--- src/pin_mux_pkg.sv ---
/*
 * constants for the display output pin multiplexer: register map,
 * control field positions, reset values, strap bit positions, panel types.
 * assumes a 32-bit apb register bus and 16 memory-data strap pins.
 */
`default_nettype none
package pin_mux_pkg;
    // register byte addresses
    localparam logic [7:0] CTRL_ADDR   = 8'h00;
    localparam logic [7:0] STATUS_ADDR = 8'h04;

    // control register field positions
    localparam int CTRL_TYPE_LSB  = 0;
    localparam int CTRL_WIDTH_LSB = 2;
    localparam int CTRL_UPPER_BIT = 4;
    localparam int CTRL_PIXB_BIT  = 5;
    localparam int CTRL_EXPB_BIT  = 6;
    localparam int CTRL_MEMEN_BIT = 7;
    localparam int CTRL_DRIVE_BIT = 8;
    localparam int CTRL_POWER_BIT = 9;

    // status register field positions
    localparam int STAT_STRAP_LSB = 0;
    localparam int STAT_CLKA_BIT  = 16;
    localparam int STAT_CLKB_BIT  = 17;

    // control reset values
    localparam logic [1:0] TYPE_RESET  = 2'h0;
    localparam logic [1:0] WIDTH_RESET = 2'h3;
    localparam logic       POWER_RESET = 1'b1;
    localparam logic       MEMEN_RESET = 1'b1;

    // memory-data strap positions that steer pin functions
    localparam int STRAP_CTL_BIT  = 12;
    localparam int STRAP_DATA_BIT = 13;
    localparam int STRAP_PWR_BIT  = 14;

    localparam int STRAP_W = 16;
    localparam int DATA_W  = 16;

    typedef enum logic [1:0] {
        PANEL_TFT     = 2'b00,
        PANEL_FORMAT1 = 2'b01,
        PANEL_PASSIVE = 2'b11,
        PANEL_OTHER   = 2'b10
    } panel_type_e;

    typedef enum logic [1:0] {
        WIDTH_4  = 2'b00,
        WIDTH_8  = 2'b01,
        WIDTH_12 = 2'b11,
        WIDTH_16 = 2'b10
    } panel_width_e;
endpackage : pin_mux_pkg
`default_nettype wire

--- src/edge_sync.sv ---
/*
 * three-flop synchroniser for pins from outside the clock domain;
 * a level counts once the second and third flops agree.
 * assumes the pin changes no faster than a few clock periods.
 */
`timescale 1ns/10ps
`default_nettype none
module edge_sync #(
    parameter int WIDTH = 1
) (
    input  wire logic             i_clk,
    input  wire logic             i_rstn,
    input  wire logic [WIDTH-1:0] i_pin,
    output var  logic [WIDTH-1:0] o_level,
    output var  logic [WIDTH-1:0] o_rise
);
    logic [WIDTH-1:0] ff1_reg;
    logic [WIDTH-1:0] ff2_reg;
    logic [WIDTH-1:0] ff3_reg;
    logic [WIDTH-1:0] level_reg;
    logic [WIDTH-1:0] rise_reg;

    // ff1 feeds only ff2; agreement of ff2/ff3 filters a glitching pin
    always_ff @(posedge i_clk or negedge i_rstn)
    begin
        if (!i_rstn)
        begin
            ff1_reg   <= '0;
            ff2_reg   <= '0;
            ff3_reg   <= '0;
            level_reg <= '0;
            rise_reg  <= '0;
        end
        else
        begin
            ff1_reg <= i_pin;
            ff2_reg <= ff1_reg;
            ff3_reg <= ff2_reg;
            for (int i = 0; i < WIDTH; i++)
            begin
                if (ff2_reg[i] == ff3_reg[i])
                begin
                    level_reg[i] <= ff3_reg[i];
                end
                rise_reg[i] <= (ff2_reg[i] == ff3_reg[i]) && ff3_reg[i] && !level_reg[i];
            end
        end
    end

    assign o_level = level_reg;
    assign o_rise  = rise_reg;
endmodule : edge_sync
`default_nettype wire

--- src/display_output_pin_mux.sv ---
/*
 * display output pin multiplexer: panel data, panel timing, crt retrace,
 * multi-purpose display pin, expansion port pins, clock source selection.
 * assumes an apb master on i_clk and panel timing from logic on i_clk.
 */
// How it works
// - panel data bits beyond the selected panel width are driven low
// - upper data byte can carry expansion port functions when enabled
// - tft panel: multi-purpose pin is the display enable
// - passive format 1 panel: multi-purpose pin is the second shift clock
// - any other panel: multi-purpose pin is the backplane bias
// - data bit 9 low in reset, or floating when strapped as port control
// - data bits 13:10 low in reset, or floating when strapped as port data
// - multi-purpose pin low in reset, high when strapped as port power
// - horizontal and vertical retrace outputs, both low during reset
// - clock input a may feed pixel, memory and expansion clocks
// - clock input b may feed pixel or expansion clock, never memory
// - memory-data straps are caught at reset release and select pins
`timescale 1ns/10ps
`default_nettype none
module display_output_pin_mux (
    input  wire logic        i_clk,
    input  wire logic        i_resetn,
    input  wire logic        i_psel,
    input  wire logic        i_penable,
    input  wire logic        i_pwrite,
    input  wire logic [7:0]  i_paddr,
    input  wire logic [31:0] i_pwdata,
    output var  logic [31:0] o_prdata,
    output var  logic        o_pready,
    output var  logic        o_pslverr,
    input  wire logic [15:0] i_memory_data_straps,
    input  wire logic        i_clock_input_a,
    input  wire logic        i_clock_input_b,
    input  wire logic [15:0] i_panel_data,
    input  wire logic        i_panel_frame_pulse,
    input  wire logic        i_panel_line_pulse,
    input  wire logic        i_panel_shift_clock,
    input  wire logic        i_second_shift_clock,
    input  wire logic        i_display_enable,
    input  wire logic        i_backplane_bias,
    input  wire logic        i_horizontal_retrace,
    input  wire logic        i_vertical_retrace,
    input  wire logic [7:0]  i_expansion_byte,
    input  wire logic        i_expansion_port_control,
    input  wire logic [3:0]  i_expansion_port_data_out,
    input  wire logic [3:0]  i_expansion_port_data_pin,
    output var  logic [15:0] o_panel_data_bus,
    output var  logic        o_bit9_oen,
    output var  logic [3:0]  o_expansion_port_data_oen,
    output var  logic [3:0]  o_expansion_port_data,
    output var  logic        o_panel_frame_pulse,
    output var  logic        o_panel_line_pulse,
    output var  logic        o_panel_shift_clock,
    output var  logic        o_display_enable_multi_pin,
    output var  logic        o_horizontal_retrace,
    output var  logic        o_vertical_retrace,
    output var  logic        o_pixel_clk_tick,
    output var  logic        o_memory_clk_tick,
    output var  logic        o_expansion_clk_tick
);
    typedef struct packed {
        logic [1:0]  type_reg;
        logic [1:0]  width_reg;
        logic        upper_reg;
        logic        pixb_reg;
        logic        expb_reg;
        logic        memen_reg;
        logic        drive_reg;
        logic        power_reg;
        logic [31:0] prdata_reg;
        logic        slverr_reg;
        logic [15:0] data_reg;
        logic        bit9_oen_reg;
        logic [3:0]  port_oen_reg;
        logic        multi_reg;
        logic        frame_reg;
        logic        line_reg;
        logic        shift_reg;
        logic        hretr_reg;
        logic        vretr_reg;
        logic        pix_tick_reg;
        logic        mem_tick_reg;
        logic        exp_tick_reg;
    } state_s;

    logic [1:0]  rst_pipe_reg;
    logic        rst_n;
    logic [15:0] strap_reg;
    state_s      st_reg;
    state_s      st_next;
    logic [1:0]  clk_level;
    logic [1:0]  clk_rise;
    logic [3:0]  port_level;
    logic        strap_ctl;
    logic        strap_data;
    logic        strap_pwr;
    logic [15:0] width_mask;

    // reset leaves through two flops so every flop sees a clean release
    always_ff @(posedge i_clk or negedge i_resetn)
    begin
        if (!i_resetn)
        begin
            rst_pipe_reg <= 2'h0;
        end
        else
        begin
            rst_pipe_reg <= {rst_pipe_reg[0], 1'b1};
        end
    end
    assign rst_n = rst_pipe_reg[1];

    // straps follow the pins while reset holds and freeze at its release;
    // no async reset here, since a flop under reset may only take a constant
    always_ff @(posedge i_clk)
    begin
        if (!rst_n)
        begin
            strap_reg <= i_memory_data_straps;
        end
    end
    assign strap_ctl  = strap_reg[pin_mux_pkg::STRAP_CTL_BIT];
    assign strap_data = strap_reg[pin_mux_pkg::STRAP_DATA_BIT];
    assign strap_pwr  = strap_reg[pin_mux_pkg::STRAP_PWR_BIT];

    edge_sync #(
        .WIDTH (2)
    ) u_clk_sync (
        .i_clk   (i_clk),
        .i_rstn  (rst_n),
        .i_pin   ({i_clock_input_b, i_clock_input_a}),
        .o_level (clk_level),
        .o_rise  (clk_rise)
    );

    edge_sync #(
        .WIDTH (4)
    ) u_port_sync (
        .i_clk   (i_clk),
        .i_rstn  (rst_n),
        .i_pin   (i_expansion_port_data_pin),
        .o_level (port_level),
        .o_rise  ()
    );

    always_comb
    begin
        case (st_reg.width_reg)
            pin_mux_pkg::WIDTH_4:  width_mask = 16'h000F;
            pin_mux_pkg::WIDTH_8:  width_mask = 16'h00FF;
            pin_mux_pkg::WIDTH_12: width_mask = 16'h0FFF;
            default:               width_mask = 16'hFFFF;
        endcase
    end

    always_comb
    begin
        st_next = st_reg;

        // apb: read data prepared in the setup cycle, so pready needs no wait
        if (i_psel && !i_penable)
        begin
            st_next.prdata_reg = 32'h0000_0000;
            st_next.slverr_reg = 1'b0;
            if (i_paddr == pin_mux_pkg::CTRL_ADDR)
            begin
                st_next.prdata_reg[pin_mux_pkg::CTRL_TYPE_LSB +: 2]  = st_reg.type_reg;
                st_next.prdata_reg[pin_mux_pkg::CTRL_WIDTH_LSB +: 2] = st_reg.width_reg;
                st_next.prdata_reg[pin_mux_pkg::CTRL_UPPER_BIT] = st_reg.upper_reg;
                st_next.prdata_reg[pin_mux_pkg::CTRL_PIXB_BIT]  = st_reg.pixb_reg;
                st_next.prdata_reg[pin_mux_pkg::CTRL_EXPB_BIT]  = st_reg.expb_reg;
                st_next.prdata_reg[pin_mux_pkg::CTRL_MEMEN_BIT] = st_reg.memen_reg;
                st_next.prdata_reg[pin_mux_pkg::CTRL_DRIVE_BIT] = st_reg.drive_reg;
                st_next.prdata_reg[pin_mux_pkg::CTRL_POWER_BIT] = st_reg.power_reg;
            end
            else if (i_paddr == pin_mux_pkg::STATUS_ADDR)
            begin
                st_next.prdata_reg[pin_mux_pkg::STAT_STRAP_LSB +: 16] = strap_reg;
                st_next.prdata_reg[pin_mux_pkg::STAT_CLKA_BIT] = clk_level[0];
                st_next.prdata_reg[pin_mux_pkg::STAT_CLKB_BIT] = clk_level[1];
            end
            else
            begin
                st_next.slverr_reg = 1'b1;
            end
        end

        // status is read-only; a write there is answered without effect
        if (i_psel && i_penable && i_pwrite && i_paddr == pin_mux_pkg::CTRL_ADDR)
        begin
            st_next.type_reg  = i_pwdata[pin_mux_pkg::CTRL_TYPE_LSB +: 2];
            st_next.width_reg = i_pwdata[pin_mux_pkg::CTRL_WIDTH_LSB +: 2];
            st_next.upper_reg = i_pwdata[pin_mux_pkg::CTRL_UPPER_BIT];
            st_next.pixb_reg  = i_pwdata[pin_mux_pkg::CTRL_PIXB_BIT];
            st_next.expb_reg  = i_pwdata[pin_mux_pkg::CTRL_EXPB_BIT];
            st_next.memen_reg = i_pwdata[pin_mux_pkg::CTRL_MEMEN_BIT];
            st_next.drive_reg = i_pwdata[pin_mux_pkg::CTRL_DRIVE_BIT];
            st_next.power_reg = i_pwdata[pin_mux_pkg::CTRL_POWER_BIT];
        end

        st_next.data_reg = i_panel_data & width_mask;
        if (st_reg.upper_reg)
        begin
            st_next.data_reg[15:8] = i_expansion_byte;
        end
        st_next.bit9_oen_reg = 1'b0;
        if (strap_ctl)
        begin
            st_next.data_reg[9] = i_expansion_port_control;
        end
        st_next.port_oen_reg = 4'h0;
        if (strap_data)
        begin
            st_next.data_reg[13:10] = i_expansion_port_data_out;
            st_next.port_oen_reg = {4{!st_reg.drive_reg}};
        end

        if (strap_pwr)
        begin
            st_next.multi_reg = st_reg.power_reg;
        end
        else
        begin
            case (st_reg.type_reg)
                pin_mux_pkg::PANEL_TFT:
                    st_next.multi_reg = i_display_enable;
                pin_mux_pkg::PANEL_FORMAT1:
                    st_next.multi_reg = i_second_shift_clock;
                default:
                    st_next.multi_reg = i_backplane_bias;
            endcase
        end

        st_next.frame_reg = i_panel_frame_pulse;
        st_next.line_reg  = i_panel_line_pulse;
        st_next.shift_reg = i_panel_shift_clock;
        st_next.hretr_reg = i_horizontal_retrace;
        st_next.vretr_reg = i_vertical_retrace;

        // clock sources: memory clock has only input a, by construction
        st_next.pix_tick_reg = st_reg.pixb_reg ? clk_rise[1] : clk_rise[0];
        st_next.exp_tick_reg = st_reg.expb_reg ? clk_rise[1] : clk_rise[0];
        st_next.mem_tick_reg = st_reg.memen_reg && clk_rise[0];
    end

    always_ff @(posedge i_clk or negedge rst_n)
    begin
        if (!rst_n)
        begin
            st_reg           <= '0;
            st_reg.type_reg  <= pin_mux_pkg::TYPE_RESET;
            st_reg.width_reg <= pin_mux_pkg::WIDTH_RESET;
            st_reg.power_reg <= pin_mux_pkg::POWER_RESET;
            st_reg.memen_reg <= pin_mux_pkg::MEMEN_RESET;
        end
        else
        begin
            st_reg <= st_next;
        end
    end

    assign o_pready  = 1'b1;
    assign o_prdata  = st_reg.prdata_reg;
    assign o_pslverr = st_reg.slverr_reg;

    // during reset the strapped roles decide float or drive; the output flops
    // hold zero, so driven data pins read low and the multi-purpose pin shows the power strap
    assign o_panel_data_bus = st_reg.data_reg;
    assign o_bit9_oen = rst_n ? st_reg.bit9_oen_reg : strap_ctl;
    assign o_expansion_port_data_oen =
        rst_n ? st_reg.port_oen_reg : {4{strap_data}};
    assign o_expansion_port_data = port_level;
    assign o_display_enable_multi_pin = rst_n ? st_reg.multi_reg : strap_pwr;
    assign o_panel_frame_pulse  = st_reg.frame_reg;
    assign o_panel_line_pulse   = st_reg.line_reg;
    assign o_panel_shift_clock  = st_reg.shift_reg;
    assign o_horizontal_retrace = st_reg.hretr_reg;
    assign o_vertical_retrace   = st_reg.vretr_reg;
    assign o_pixel_clk_tick     = st_reg.pix_tick_reg;
    assign o_memory_clk_tick    = st_reg.mem_tick_reg;
    assign o_expansion_clk_tick = st_reg.exp_tick_reg;
endmodule : display_output_pin_mux
`default_nettype wire

--- config.mk ---
export PLATFORM = sky130hd
export DESIGN_NAME = display_output_pin_mux
export DESIGN_NICKNAME = d
export VERILOG_FILES = /design/src/pin_mux_pkg.sv /design/src/edge_sync.sv /design/src/display_output_pin_mux.sv
export SDC_FILE = /design/constraint.sdc
export NUM_CORES = 1
export LEC_CHECK = 0
export CORE_AREA = 4 4 98 100
export CTS_CLUSTER_DIAMETER = 50
export DETAILED_ROUTE_END_ITERATION = 10
export DIE_AREA = 0 0 102 104
export DONT_BUFFER_PORTS = 1
export GPL_TIMING_DRIVEN = 0
export MAX_ROUTING_LAYER = met4
export PLACE_DENSITY = 0.55
export SETUP_SLACK_MARGIN = 0.02
export SLEW_MARGIN = 30
export SYNTH_ARGS = -nofsm -noshare
export SYNTH_HDL_FRONTEND = slang
export SYNTH_SLANG_ARGS = --single-unit
--- constraint.sdc ---
create_clock -name i_clk -period 4.7 [get_ports i_clk]
set_input_delay 0.94 -clock i_clk [delete_from_list [all_inputs] [get_ports i_clk]]
set_output_delay 0.94 -clock i_clk [all_outputs]
set_load 0.1 [all_outputs]
* Word-level counts from Yosys, hierarchy flattened *
Cells that the tools add are included.

storage, ports and cells
  bits of input ports = 104
  output and inout port bits = 68
  word-level logic and storage cells = 80
  register bits after elaboration = 102

cells by class
  bitwise operators = 1
  multiplexer cells = 17
  reduce and logical (&&, ||, !) cells = 16
  eq/ne operators = 10

operators with widths
  kind                                            count
  case mux 16 bit (3 select lines)                1
  2-to-1 mux 18 bit                               1
  bitwise AND 16 bit                              1
  2-to-1 mux 8 bit                                2
  2-to-1 mux 4 bit                                3
  2-to-1 mux 10 bit                               1
  logical AND 1 bit                               9
  == test 8 x 3 -> 1 bit (second input constant)  1
  logical NOT 8 bit                               1
  2-to-1 mux 1 bit                                8
  == test 1 bit                                   6
  == test 2 x 1 -> 1 bit (second input constant)  2
  logical NOT 1 bit                               4
  logical NOT 2 bit                               2
  == test 2 bit (second input constant)           1
  case mux 1 bit (2 select lines)                 1

* Longest topological paths before layout *
Gate-level depths: netlist of the first run.

  depth in word-level cells = 5
  gate-level depth with buffers = 5
  depth with buffers taken out = 3

* Cells and area by module *
Synthesis of the first run repeated with hierarchy kept, for this count alone.

second synthesis, totals
  cell total of the unflattened synthesis = 294
  area total of the unflattened synthesis = 4,062.6 µm²

by module, submodules not included
  module                   instances  seq. area each (µm²)  cells each  area each (µm²)
  display_output_pin_mux   1          1,911.8               246         3,109.2
  edge_sync (u_port_sync)  1          500.5                 32          635.6
  edge_sync (u_clk_sync)   1          250.2                 16          317.8

* Worst setup path before layout of the first run *
Ideal clock, no wire load.

  path kind = reg2out
  start point = reg rst_pipe_reg[1]
  end point = out o_expansion_port_data_oen[1]
  setup slack = 0.410 ns
  cell stages (with the launch flop) = 3
  arrival = 3.350 ns
  buffers on the path = 1
  data required time = 3.760 ns
  path through = dfrtp_1 -> mux2_2 -> buf_4

on the way
  longest elaborated chain between the ends = 1

ends and longest elaborated chain
  what                      line                           text
  start: declaration        display_output_pin_mux.sv:87   logic [1:0] rst_pipe_reg;
  start signal: assignment  display_output_pin_mux.sv:109  rst_pipe_reg <= {rst_pipe_reg[0], 1'b1};
  2-to-1 mux 4 bit          display_output_pin_mux.sv:272  rst_n ? st_reg.port_oen_reg : {4{strap_data}};
  end: declaration          display_output_pin_mux.sv:50   output var logic [3:0] o_expansion_port_data_oen,

No other way between the ends.

* Final worst setup path of the first run *
  start point = reg rst_pipe_reg[1]
  end point = out o_expansion_port_data_oen[2]

Same word-level chain as after synthesis.

==> metrics.cfg, run 1 <==
[status]
status = finished, final reports clean

[floorplanning]
die_w_um = 102
die-area_mm2 = 0.0106
start_util_pct = 44.4
ios = 172
die-height_um = 104
std_cell_rows = 34
core_area_mm2 = 0.00868

[logic_synthesis]
synth-simple-area-share_pct = 7.27
synth_compound_area_share_pct = 5.58
netlist_instances = 281
syn_area_mm2 = 0.00385
synth.area.top_cells = dfrtp_1 51%, edfxtp_1 12%, buf_4 10%, mux2_2 5.0%, nand2_1 3.1%
yosys.area.top_type = dfrtp_1
ys_seq_area_share_pct = 66.5
synth_adder_area_share_pct = 1.69
syn_avg_cell_area_um2 = 13.7
async_flop_share_pct = 83.8
ys_seq_elements = 99
synth-edff-count = 16
synth_xor_area_share_pct = 0
muxShareOfSynthArea_pct = 7.82
synthFlopType = dfrtp_1
synth_top_family_by_area = buffers and inverters
ys_warn_count = 0
synth_top_area_share_pct = 51.3
synth_cell_type_count = 29

[sta]
worst_pin_slew_ns = 0.905
hold_slack_ns = 0.267
max_freq_mhz = 320
hold_viol = 0
finalSetupViolCount = 0
maxSlewHeadroom_pct = 39.6
min_period_over_period_pct = 66.5
maxSlewViolCount = 0
clock_skew_ns = 0.00993
fin_crit_ns = 3.13
rsz0062_at_grt = false

[critical_path]
crit_type = flip-flop to output port
ff2ff_path_depth = 1
regToRegSetupSlack_ns = 3.00
arrival_ns = 2.19
cp-start-kind = flip-flop
timing.rr.end = strap_reg[2]$_DFFE_PN_
r2r_start = rst_pipe_reg[1]$_DFF_PN0_
path_max_fanout = 38
end_kind = output port
crit_required_ns = 3.76

[cts]
cts_tree = yes
htree_num_levels = 3
path_clk_slew_ns = 0.09
cts.repair.resized = 0
insertion_delay_ns = 0.36
post_cts_buffers = 0
tritoncts.num_buffers = 9
clockRootBuffer = clkbuf_8
cts_hold_buf = 0
cts_max_path_buffers = 2
clkSinkCount = 99

[cells_and_area]
fin_cells = 420
area_delta_synth_final_pct = 11.9
finalNetCount = 413
fin_util_pct = 49.7
drive_gt1_share_pct = 30.8
stdcell_area_mm2 = 0.00431
fillers = 786
largest_reg_flops = 18
antennaDiodeCount = 0

[global_routing]
grt_use_total_pct = 14.1
overflow = 0
antenna_found_initial = 0
grt_max_degree = 49
grt_pass1_wl_mm = 11.0
first_global_vias = 2023

[min_path]
hold_class = primary input to asynchronous set/reset pin

[routing]
post-route-drc-count = 0
dr.first_iter.drc_count = 57
num_vias = 2004
routed_wl_mm = 6.99
avgViaCountPerCell = 4.77
wl_per_cell_um = 16.6
drt-pass1-iter-count = 4
antenna_left = 0

[job]
maxCapViolCount = 0

[placed_design]
place_congestion = 0.749
dp_hpwl_mm = 4.98
portBuffers = 0
dp_cells = 404
placed_area_mm2 = 0.00408

[pwr]
powerDensity_mw_per_mm2 = 412
ir_worst_vdd_mv = 0.209
p_leak_nw = 1.98

## worst max-delay path by stage
| stage | start | endpoint | slack, ns | depth (start not counted) |
|---|---|---|---|---|
| CTS | rst_pipe_reg[1]$_DFF_PN0_ | o_expansion_port_data_oen[1] | 1.50 | 2 |
| global placement | rst_pipe_reg[1]$_DFF_PN0_ | o_bit9_oen | -0.61 | 1 |
| global route | rst_pipe_reg[1]$_DFF_PN0_ | o_expansion_port_data_oen[3] | 1.43 | 2 |
| detailed placement | rst_pipe_reg[1]$_DFF_PN0_ | o_expansion_port_data_oen[1] | 1.91 | 2 |
| floorplan | rst_pipe_reg[1]$_DFF_PN0_ | o_expansion_port_data_oen[1] | 0.41 | 2 |
| finish | rst_pipe_reg[1]$_DFF_PN0_ | o_expansion_port_data_oen[2] | 1.57 | 2 |
## cells by family (layout without fill, tap and decap cells)
group	Yosys count	in the layout
compound gates	33	33
fa+ha+maj	6	6
buf+inv	60	77
flops	99	99
mux	28	28
other cells	2	16
simple gates	53	53
## cell usage in the layout (no fill, tap or decap), types with 2 or more instances in the layout
cell type,synthesis,routed
clkbuf_16,0,2
conb_1,2,16
o21ai_0,14,14
maj3_1,4,4
buf_4,52,52
nor2b_1,10,9
inv_6,0,2
nand2_1,32,32
clkbuf_8,0,9
mux2i_1,11,11
a22oi_1,5,5
ha_1,2,2
nor2_1,2,2
dfrtp_1,79,78
edfxtp_1,16,16
a22o_1,3,3
dfstp_2,4,4
clkbuf_1,6,7
o31ai_1,10,10
mux2_2,17,17
## metal layers
| layer | part of all wire [%] | global-route usage [%] | vias to the layer above |
|---|---|---|---|
| li1 | - | - | 940 |
| met1 | 42 | 17.6 | 958 |
| met2 | 48 | 21.3 | 96 |
| met3 | 7.9 | 4.09 | 10 |
| met4 | 1.8 | 6.19 | 0 |
| met5 | 0 | - | - |
## cells in the mapped netlist (2+ instances only)
cell      count
mux2i_1      11
a22oi_1       5
nor2b_1      10
edfxtp_1     16
dfrtp_1      79
o31ai_1      10
ha_1          2
o21ai_0      14
nand2_1      32
conb_1        2
buf_4        52
maj3_1        4
nor2_1        2
dfstp_2       4
clkbuf_1      6
a22o_1        3
mux2_2       17
## layout make-up
class	count	area, µm²	area share, %
Buffer	59	418	9.70
Clock buffer	12	178	4.12
Clock inverter	4	52.6	1.22
Inverter	1	3.75	0.0871
Multi-Input combinational cell	136	930	21.6
Sequential cell	99	2570	59.5
Tap cell	108	135	3.13
Timing Repair Buffer	1	27.5	0.639
## report_power, final
part           internal, mW  switching [mW]  leakage [nW]
Combinational        0.0400           0.155         0.659
Clock                 0.314           0.289         0.118
Sequential            0.906          0.0727          1.20
Total                  1.26           0.517          1.98
## worst max-delay path, cell delays in order (launching register included)
cell and delay [ns]:
dfrtp_4 0.77, mux2_2 0.64, buf_4 0.40
## per-stage QoR
step / setup slack (ns) / total power [mW] / setup TNS [ns]
floorplan: 0.410 / 1.17 / 0
global placement: -0.609 / 1.19 / -3.55
detailed placement: 1.91 / 1.19 / 0
CTS: 1.50 / 1.80 / 0
global route: 1.43 / 1.85 / 0
finish: 1.57 / 1.78 / 0
Power figures use the tool's default switching activity.
==> run 2, diff against run 1 <==
==> constraint.sdc (replaced) <==
create_clock -name i_clk -period 3 [get_ports i_clk]
set_input_delay 0.6 -clock i_clk [delete_from_list [all_inputs] [get_ports i_clk]]
set_output_delay 0.6 -clock i_clk [all_outputs]
set_load 0.1 [all_outputs]
==> metrics.cfg, run 2 (synthesis gave the netlist of run 1 again) <==
[cts]
cts_max_path_buffers = 2  ; unchanged
tritoncts.num_buffers = 9  ; unchanged
path_clk_slew_ns = 0.10  ; was 0.09 ns
clockRootBuffer = clkbuf_8  ; unchanged
clkSinkCount = 99  ; unchanged
insertion_delay_ns = 0.35  ; was 0.36 ns
cts_tree = yes  ; unchanged
htree_num_levels = 3  ; unchanged

[floorplanning]
core_area_mm2 = 0.00868  ; unchanged
ios = 172  ; unchanged
die_w_um = 102  ; unchanged
start_util_pct = 44.4  ; unchanged
die-height_um = 104  ; unchanged
std_cell_rows = 34  ; unchanged
die-area_mm2 = 0.0106  ; unchanged

[cells_and_area]
fin_util_pct = 49.5  ; was 49.7%
fillers = 787  ; was 786
multiInputGateArea_um2 = 933  ; was 930 µm²
regArea_mm2 = 0.00257  ; unchanged
finalNetCount = 415  ; was 413
area_delta_synth_final_pct = 11.4  ; was 11.9%
final_common_cell = dfrtp_1  ; unchanged
final_cell_mix = 78 x dfrtp_1, 52 x buf_4, 32 x nand2_1  ; unchanged
drive_gt1_share_pct = 30.9  ; was 30.8%
largest_reg_flops = 18  ; unchanged
antennaDiodeCount = 0  ; unchanged

[critical_path]
cp-start-kind = flip-flop  ; unchanged
crit_family = flip-flops  ; unchanged
crit_required_ns = 2.40  ; was 3.76 ns
r2r_start = rst_pipe_reg[1]$_DFF_PN0_  ; unchanged
arrival_ns = 2.11  ; was 2.19 ns
worst_path_max_delay_cell = dfrtp_4  ; unchanged
end_kind = output port  ; unchanged
crit_start = rst_pipe_reg[1]$_DFF_PN0_  ; unchanged
crit_type = flip-flop to output port  ; unchanged
crit_buf_inv = 2  ; was 1
critPathMaxStageDelay_ns = 0.69  ; was 0.77 ns
path_max_fanout = 36  ; was 38
cp_cell_sequence = buf_12 -> mux2_4 -> buf_4  ; was mux2_2 -> buf_4

[status]
status = finished, final reports clean  ; unchanged

[pwr]
p_total_mw = 2.64  ; was 1.78 mW
ir_worst_vdd_mv = 0.230  ; was 0.209 mV
powerDensity_mw_per_mm2 = 616  ; was 412 mW/mm²
p_leak_nw = 1.97  ; was 1.98 nW

[global_routing]
first_global_vias = 2130  ; was 2023
antenna_found_initial = 0  ; unchanged
grt_max_degree = 37  ; was 49
overflow = 0  ; unchanged
grt_use_total_pct = 14.3  ; was 14.1%
grt_pass1_wl_mm = 11.2  ; was 11.0 mm

[sta]
timing.final.ws_setup_ns = 0.291  ; was 1.57 ns
hold_viol = 0  ; unchanged
min_period_over_period_pct = 90.3
maxSlewViolCount = 0  ; unchanged
max_freq_mhz = 369
worst_pin_slew_ns = 0.911  ; was 0.905 ns
tns_ns = 0  ; unchanged
rsz0062_at_grt = false  ; unchanged
hold_slack_ns = 0.258  ; was 0.267 ns
fin_crit_ns = 2.71
maxSlewHeadroom_pct = 39.3  ; was 39.6%
finalSetupViolCount = 0  ; unchanged
clock_skew_ns = 0.00769  ; was 0.00993 ns

[routing]
routed_wl_mm = 7.21  ; was 6.99 mm
wl_per_cell_um = 17.1  ; was 16.6 µm
dr.first_iter.drc_count = 44  ; was 57
avgViaCountPerCell = 4.82  ; was 4.77
antenna_left = 0  ; unchanged
drt-pass1-iter-count = 4  ; unchanged
num_vias = 2033  ; was 2004
post-route-drc-count = 0  ; unchanged

[placed_design]
dp_hpwl_mm = 5.12  ; was 4.98 mm
place_congestion = 0.727  ; was 0.749
post-place-ws_ns = 0.210  ; was 1.91 ns
portBuffers = 0  ; unchanged

[job]
maxCapViolCount = 0  ; unchanged

[min_path]
hold_start = i_expansion_port_data_pin[3]
hold_class = primary input to flip-flop  ; was primary input to asynchronous set/reset pin

run 2: cell types whose count changed in the layout (fill, tap and decap cells not counted), moves of 2 or more:
cell and delta:
buf_12 +2, clkbuf_16 -2, clkinv_4 +3, inv_8 +2
run 2: timing repair:
action | CTS | global route
gates resized for setup | 1 | 0
hold endpoints to repair | 2 | 0
hold buffers | 1 | 0
setup endpoints to repair | 3 | 0
buffers inserted | 1 | 0
run 2: path summary, 6_finish.rpt:
check,to,slack (ns),depth (start not counted)
max,o_expansion_port_data_oen[1],0.29,3
min,u_port_sync.ff1_reg[3]$_DFF_PN0_,0.26,0
max reg2reg,strap_reg[14]$_DFFE_PN_,1.16,2
min reg2reg,o_panel_data_bus[1]$_DFF_PN0_,0.27,0
max in group asynchronous,st_reg[63]$_DFFE_PN1P_,2.14,1
min in group asynchronous,o_panel_data_bus[1]$_DFF_PN0_,0.27,0
run 2: worst register-to-register path: cells and delay by family, from the launching register on:
kind / cells / cell delay, ns
flops: 1 / 0.66
buf+inv: 2 / 0.81
run 2: final cells by class:
class | count | share of cell area (%)
buffer | 59 | 9.74
timing repair buffer | 3 | 1.17
tap | 108 | 3.15
sequential | 99 | 59.8
inverter | 1 | 0.0875
multi-input combinational | 136 | 21.7
clock buffer | 10 | 2.97
clock inverter | 6 | 1.34
run 2: per-stage QoR:
stage | cell area (µm²) | std cells
after global routing | 4290 | 422
after detailed placement | 4070 | 404
after CTS | 4290 | 422
after floorplan | 3910 | 295
final | 4290 | 422
after global placement | 4050 | 403
run 2: routing by layer:
| metal | global-route usage [%] | up-vias | share of wire (%) | routed length, µm |
|---|---|---|---|---|
| li1 | - | 946 | - | - |
| met1 | 17.6 | 990 | 41 | 2960 |
| met2 | 22.3 | 90 | 50 | 3570 |
| met3 | 4.83 | 7 | 8.1 | 585 |
| met4 | 4.40 | 0 | 1.2 | 87 |
| met5 | - | - | 0 | 0 |
run 2: where the power goes:
| part | switching (mW) | internal, mW |
|---|---|---|
| combinational | 0.248 | 0.0659 |
| clock | 0.478 | 0.321 |
| sequential | 0.111 | 1.42 |
| total | 0.837 | 1.81 |
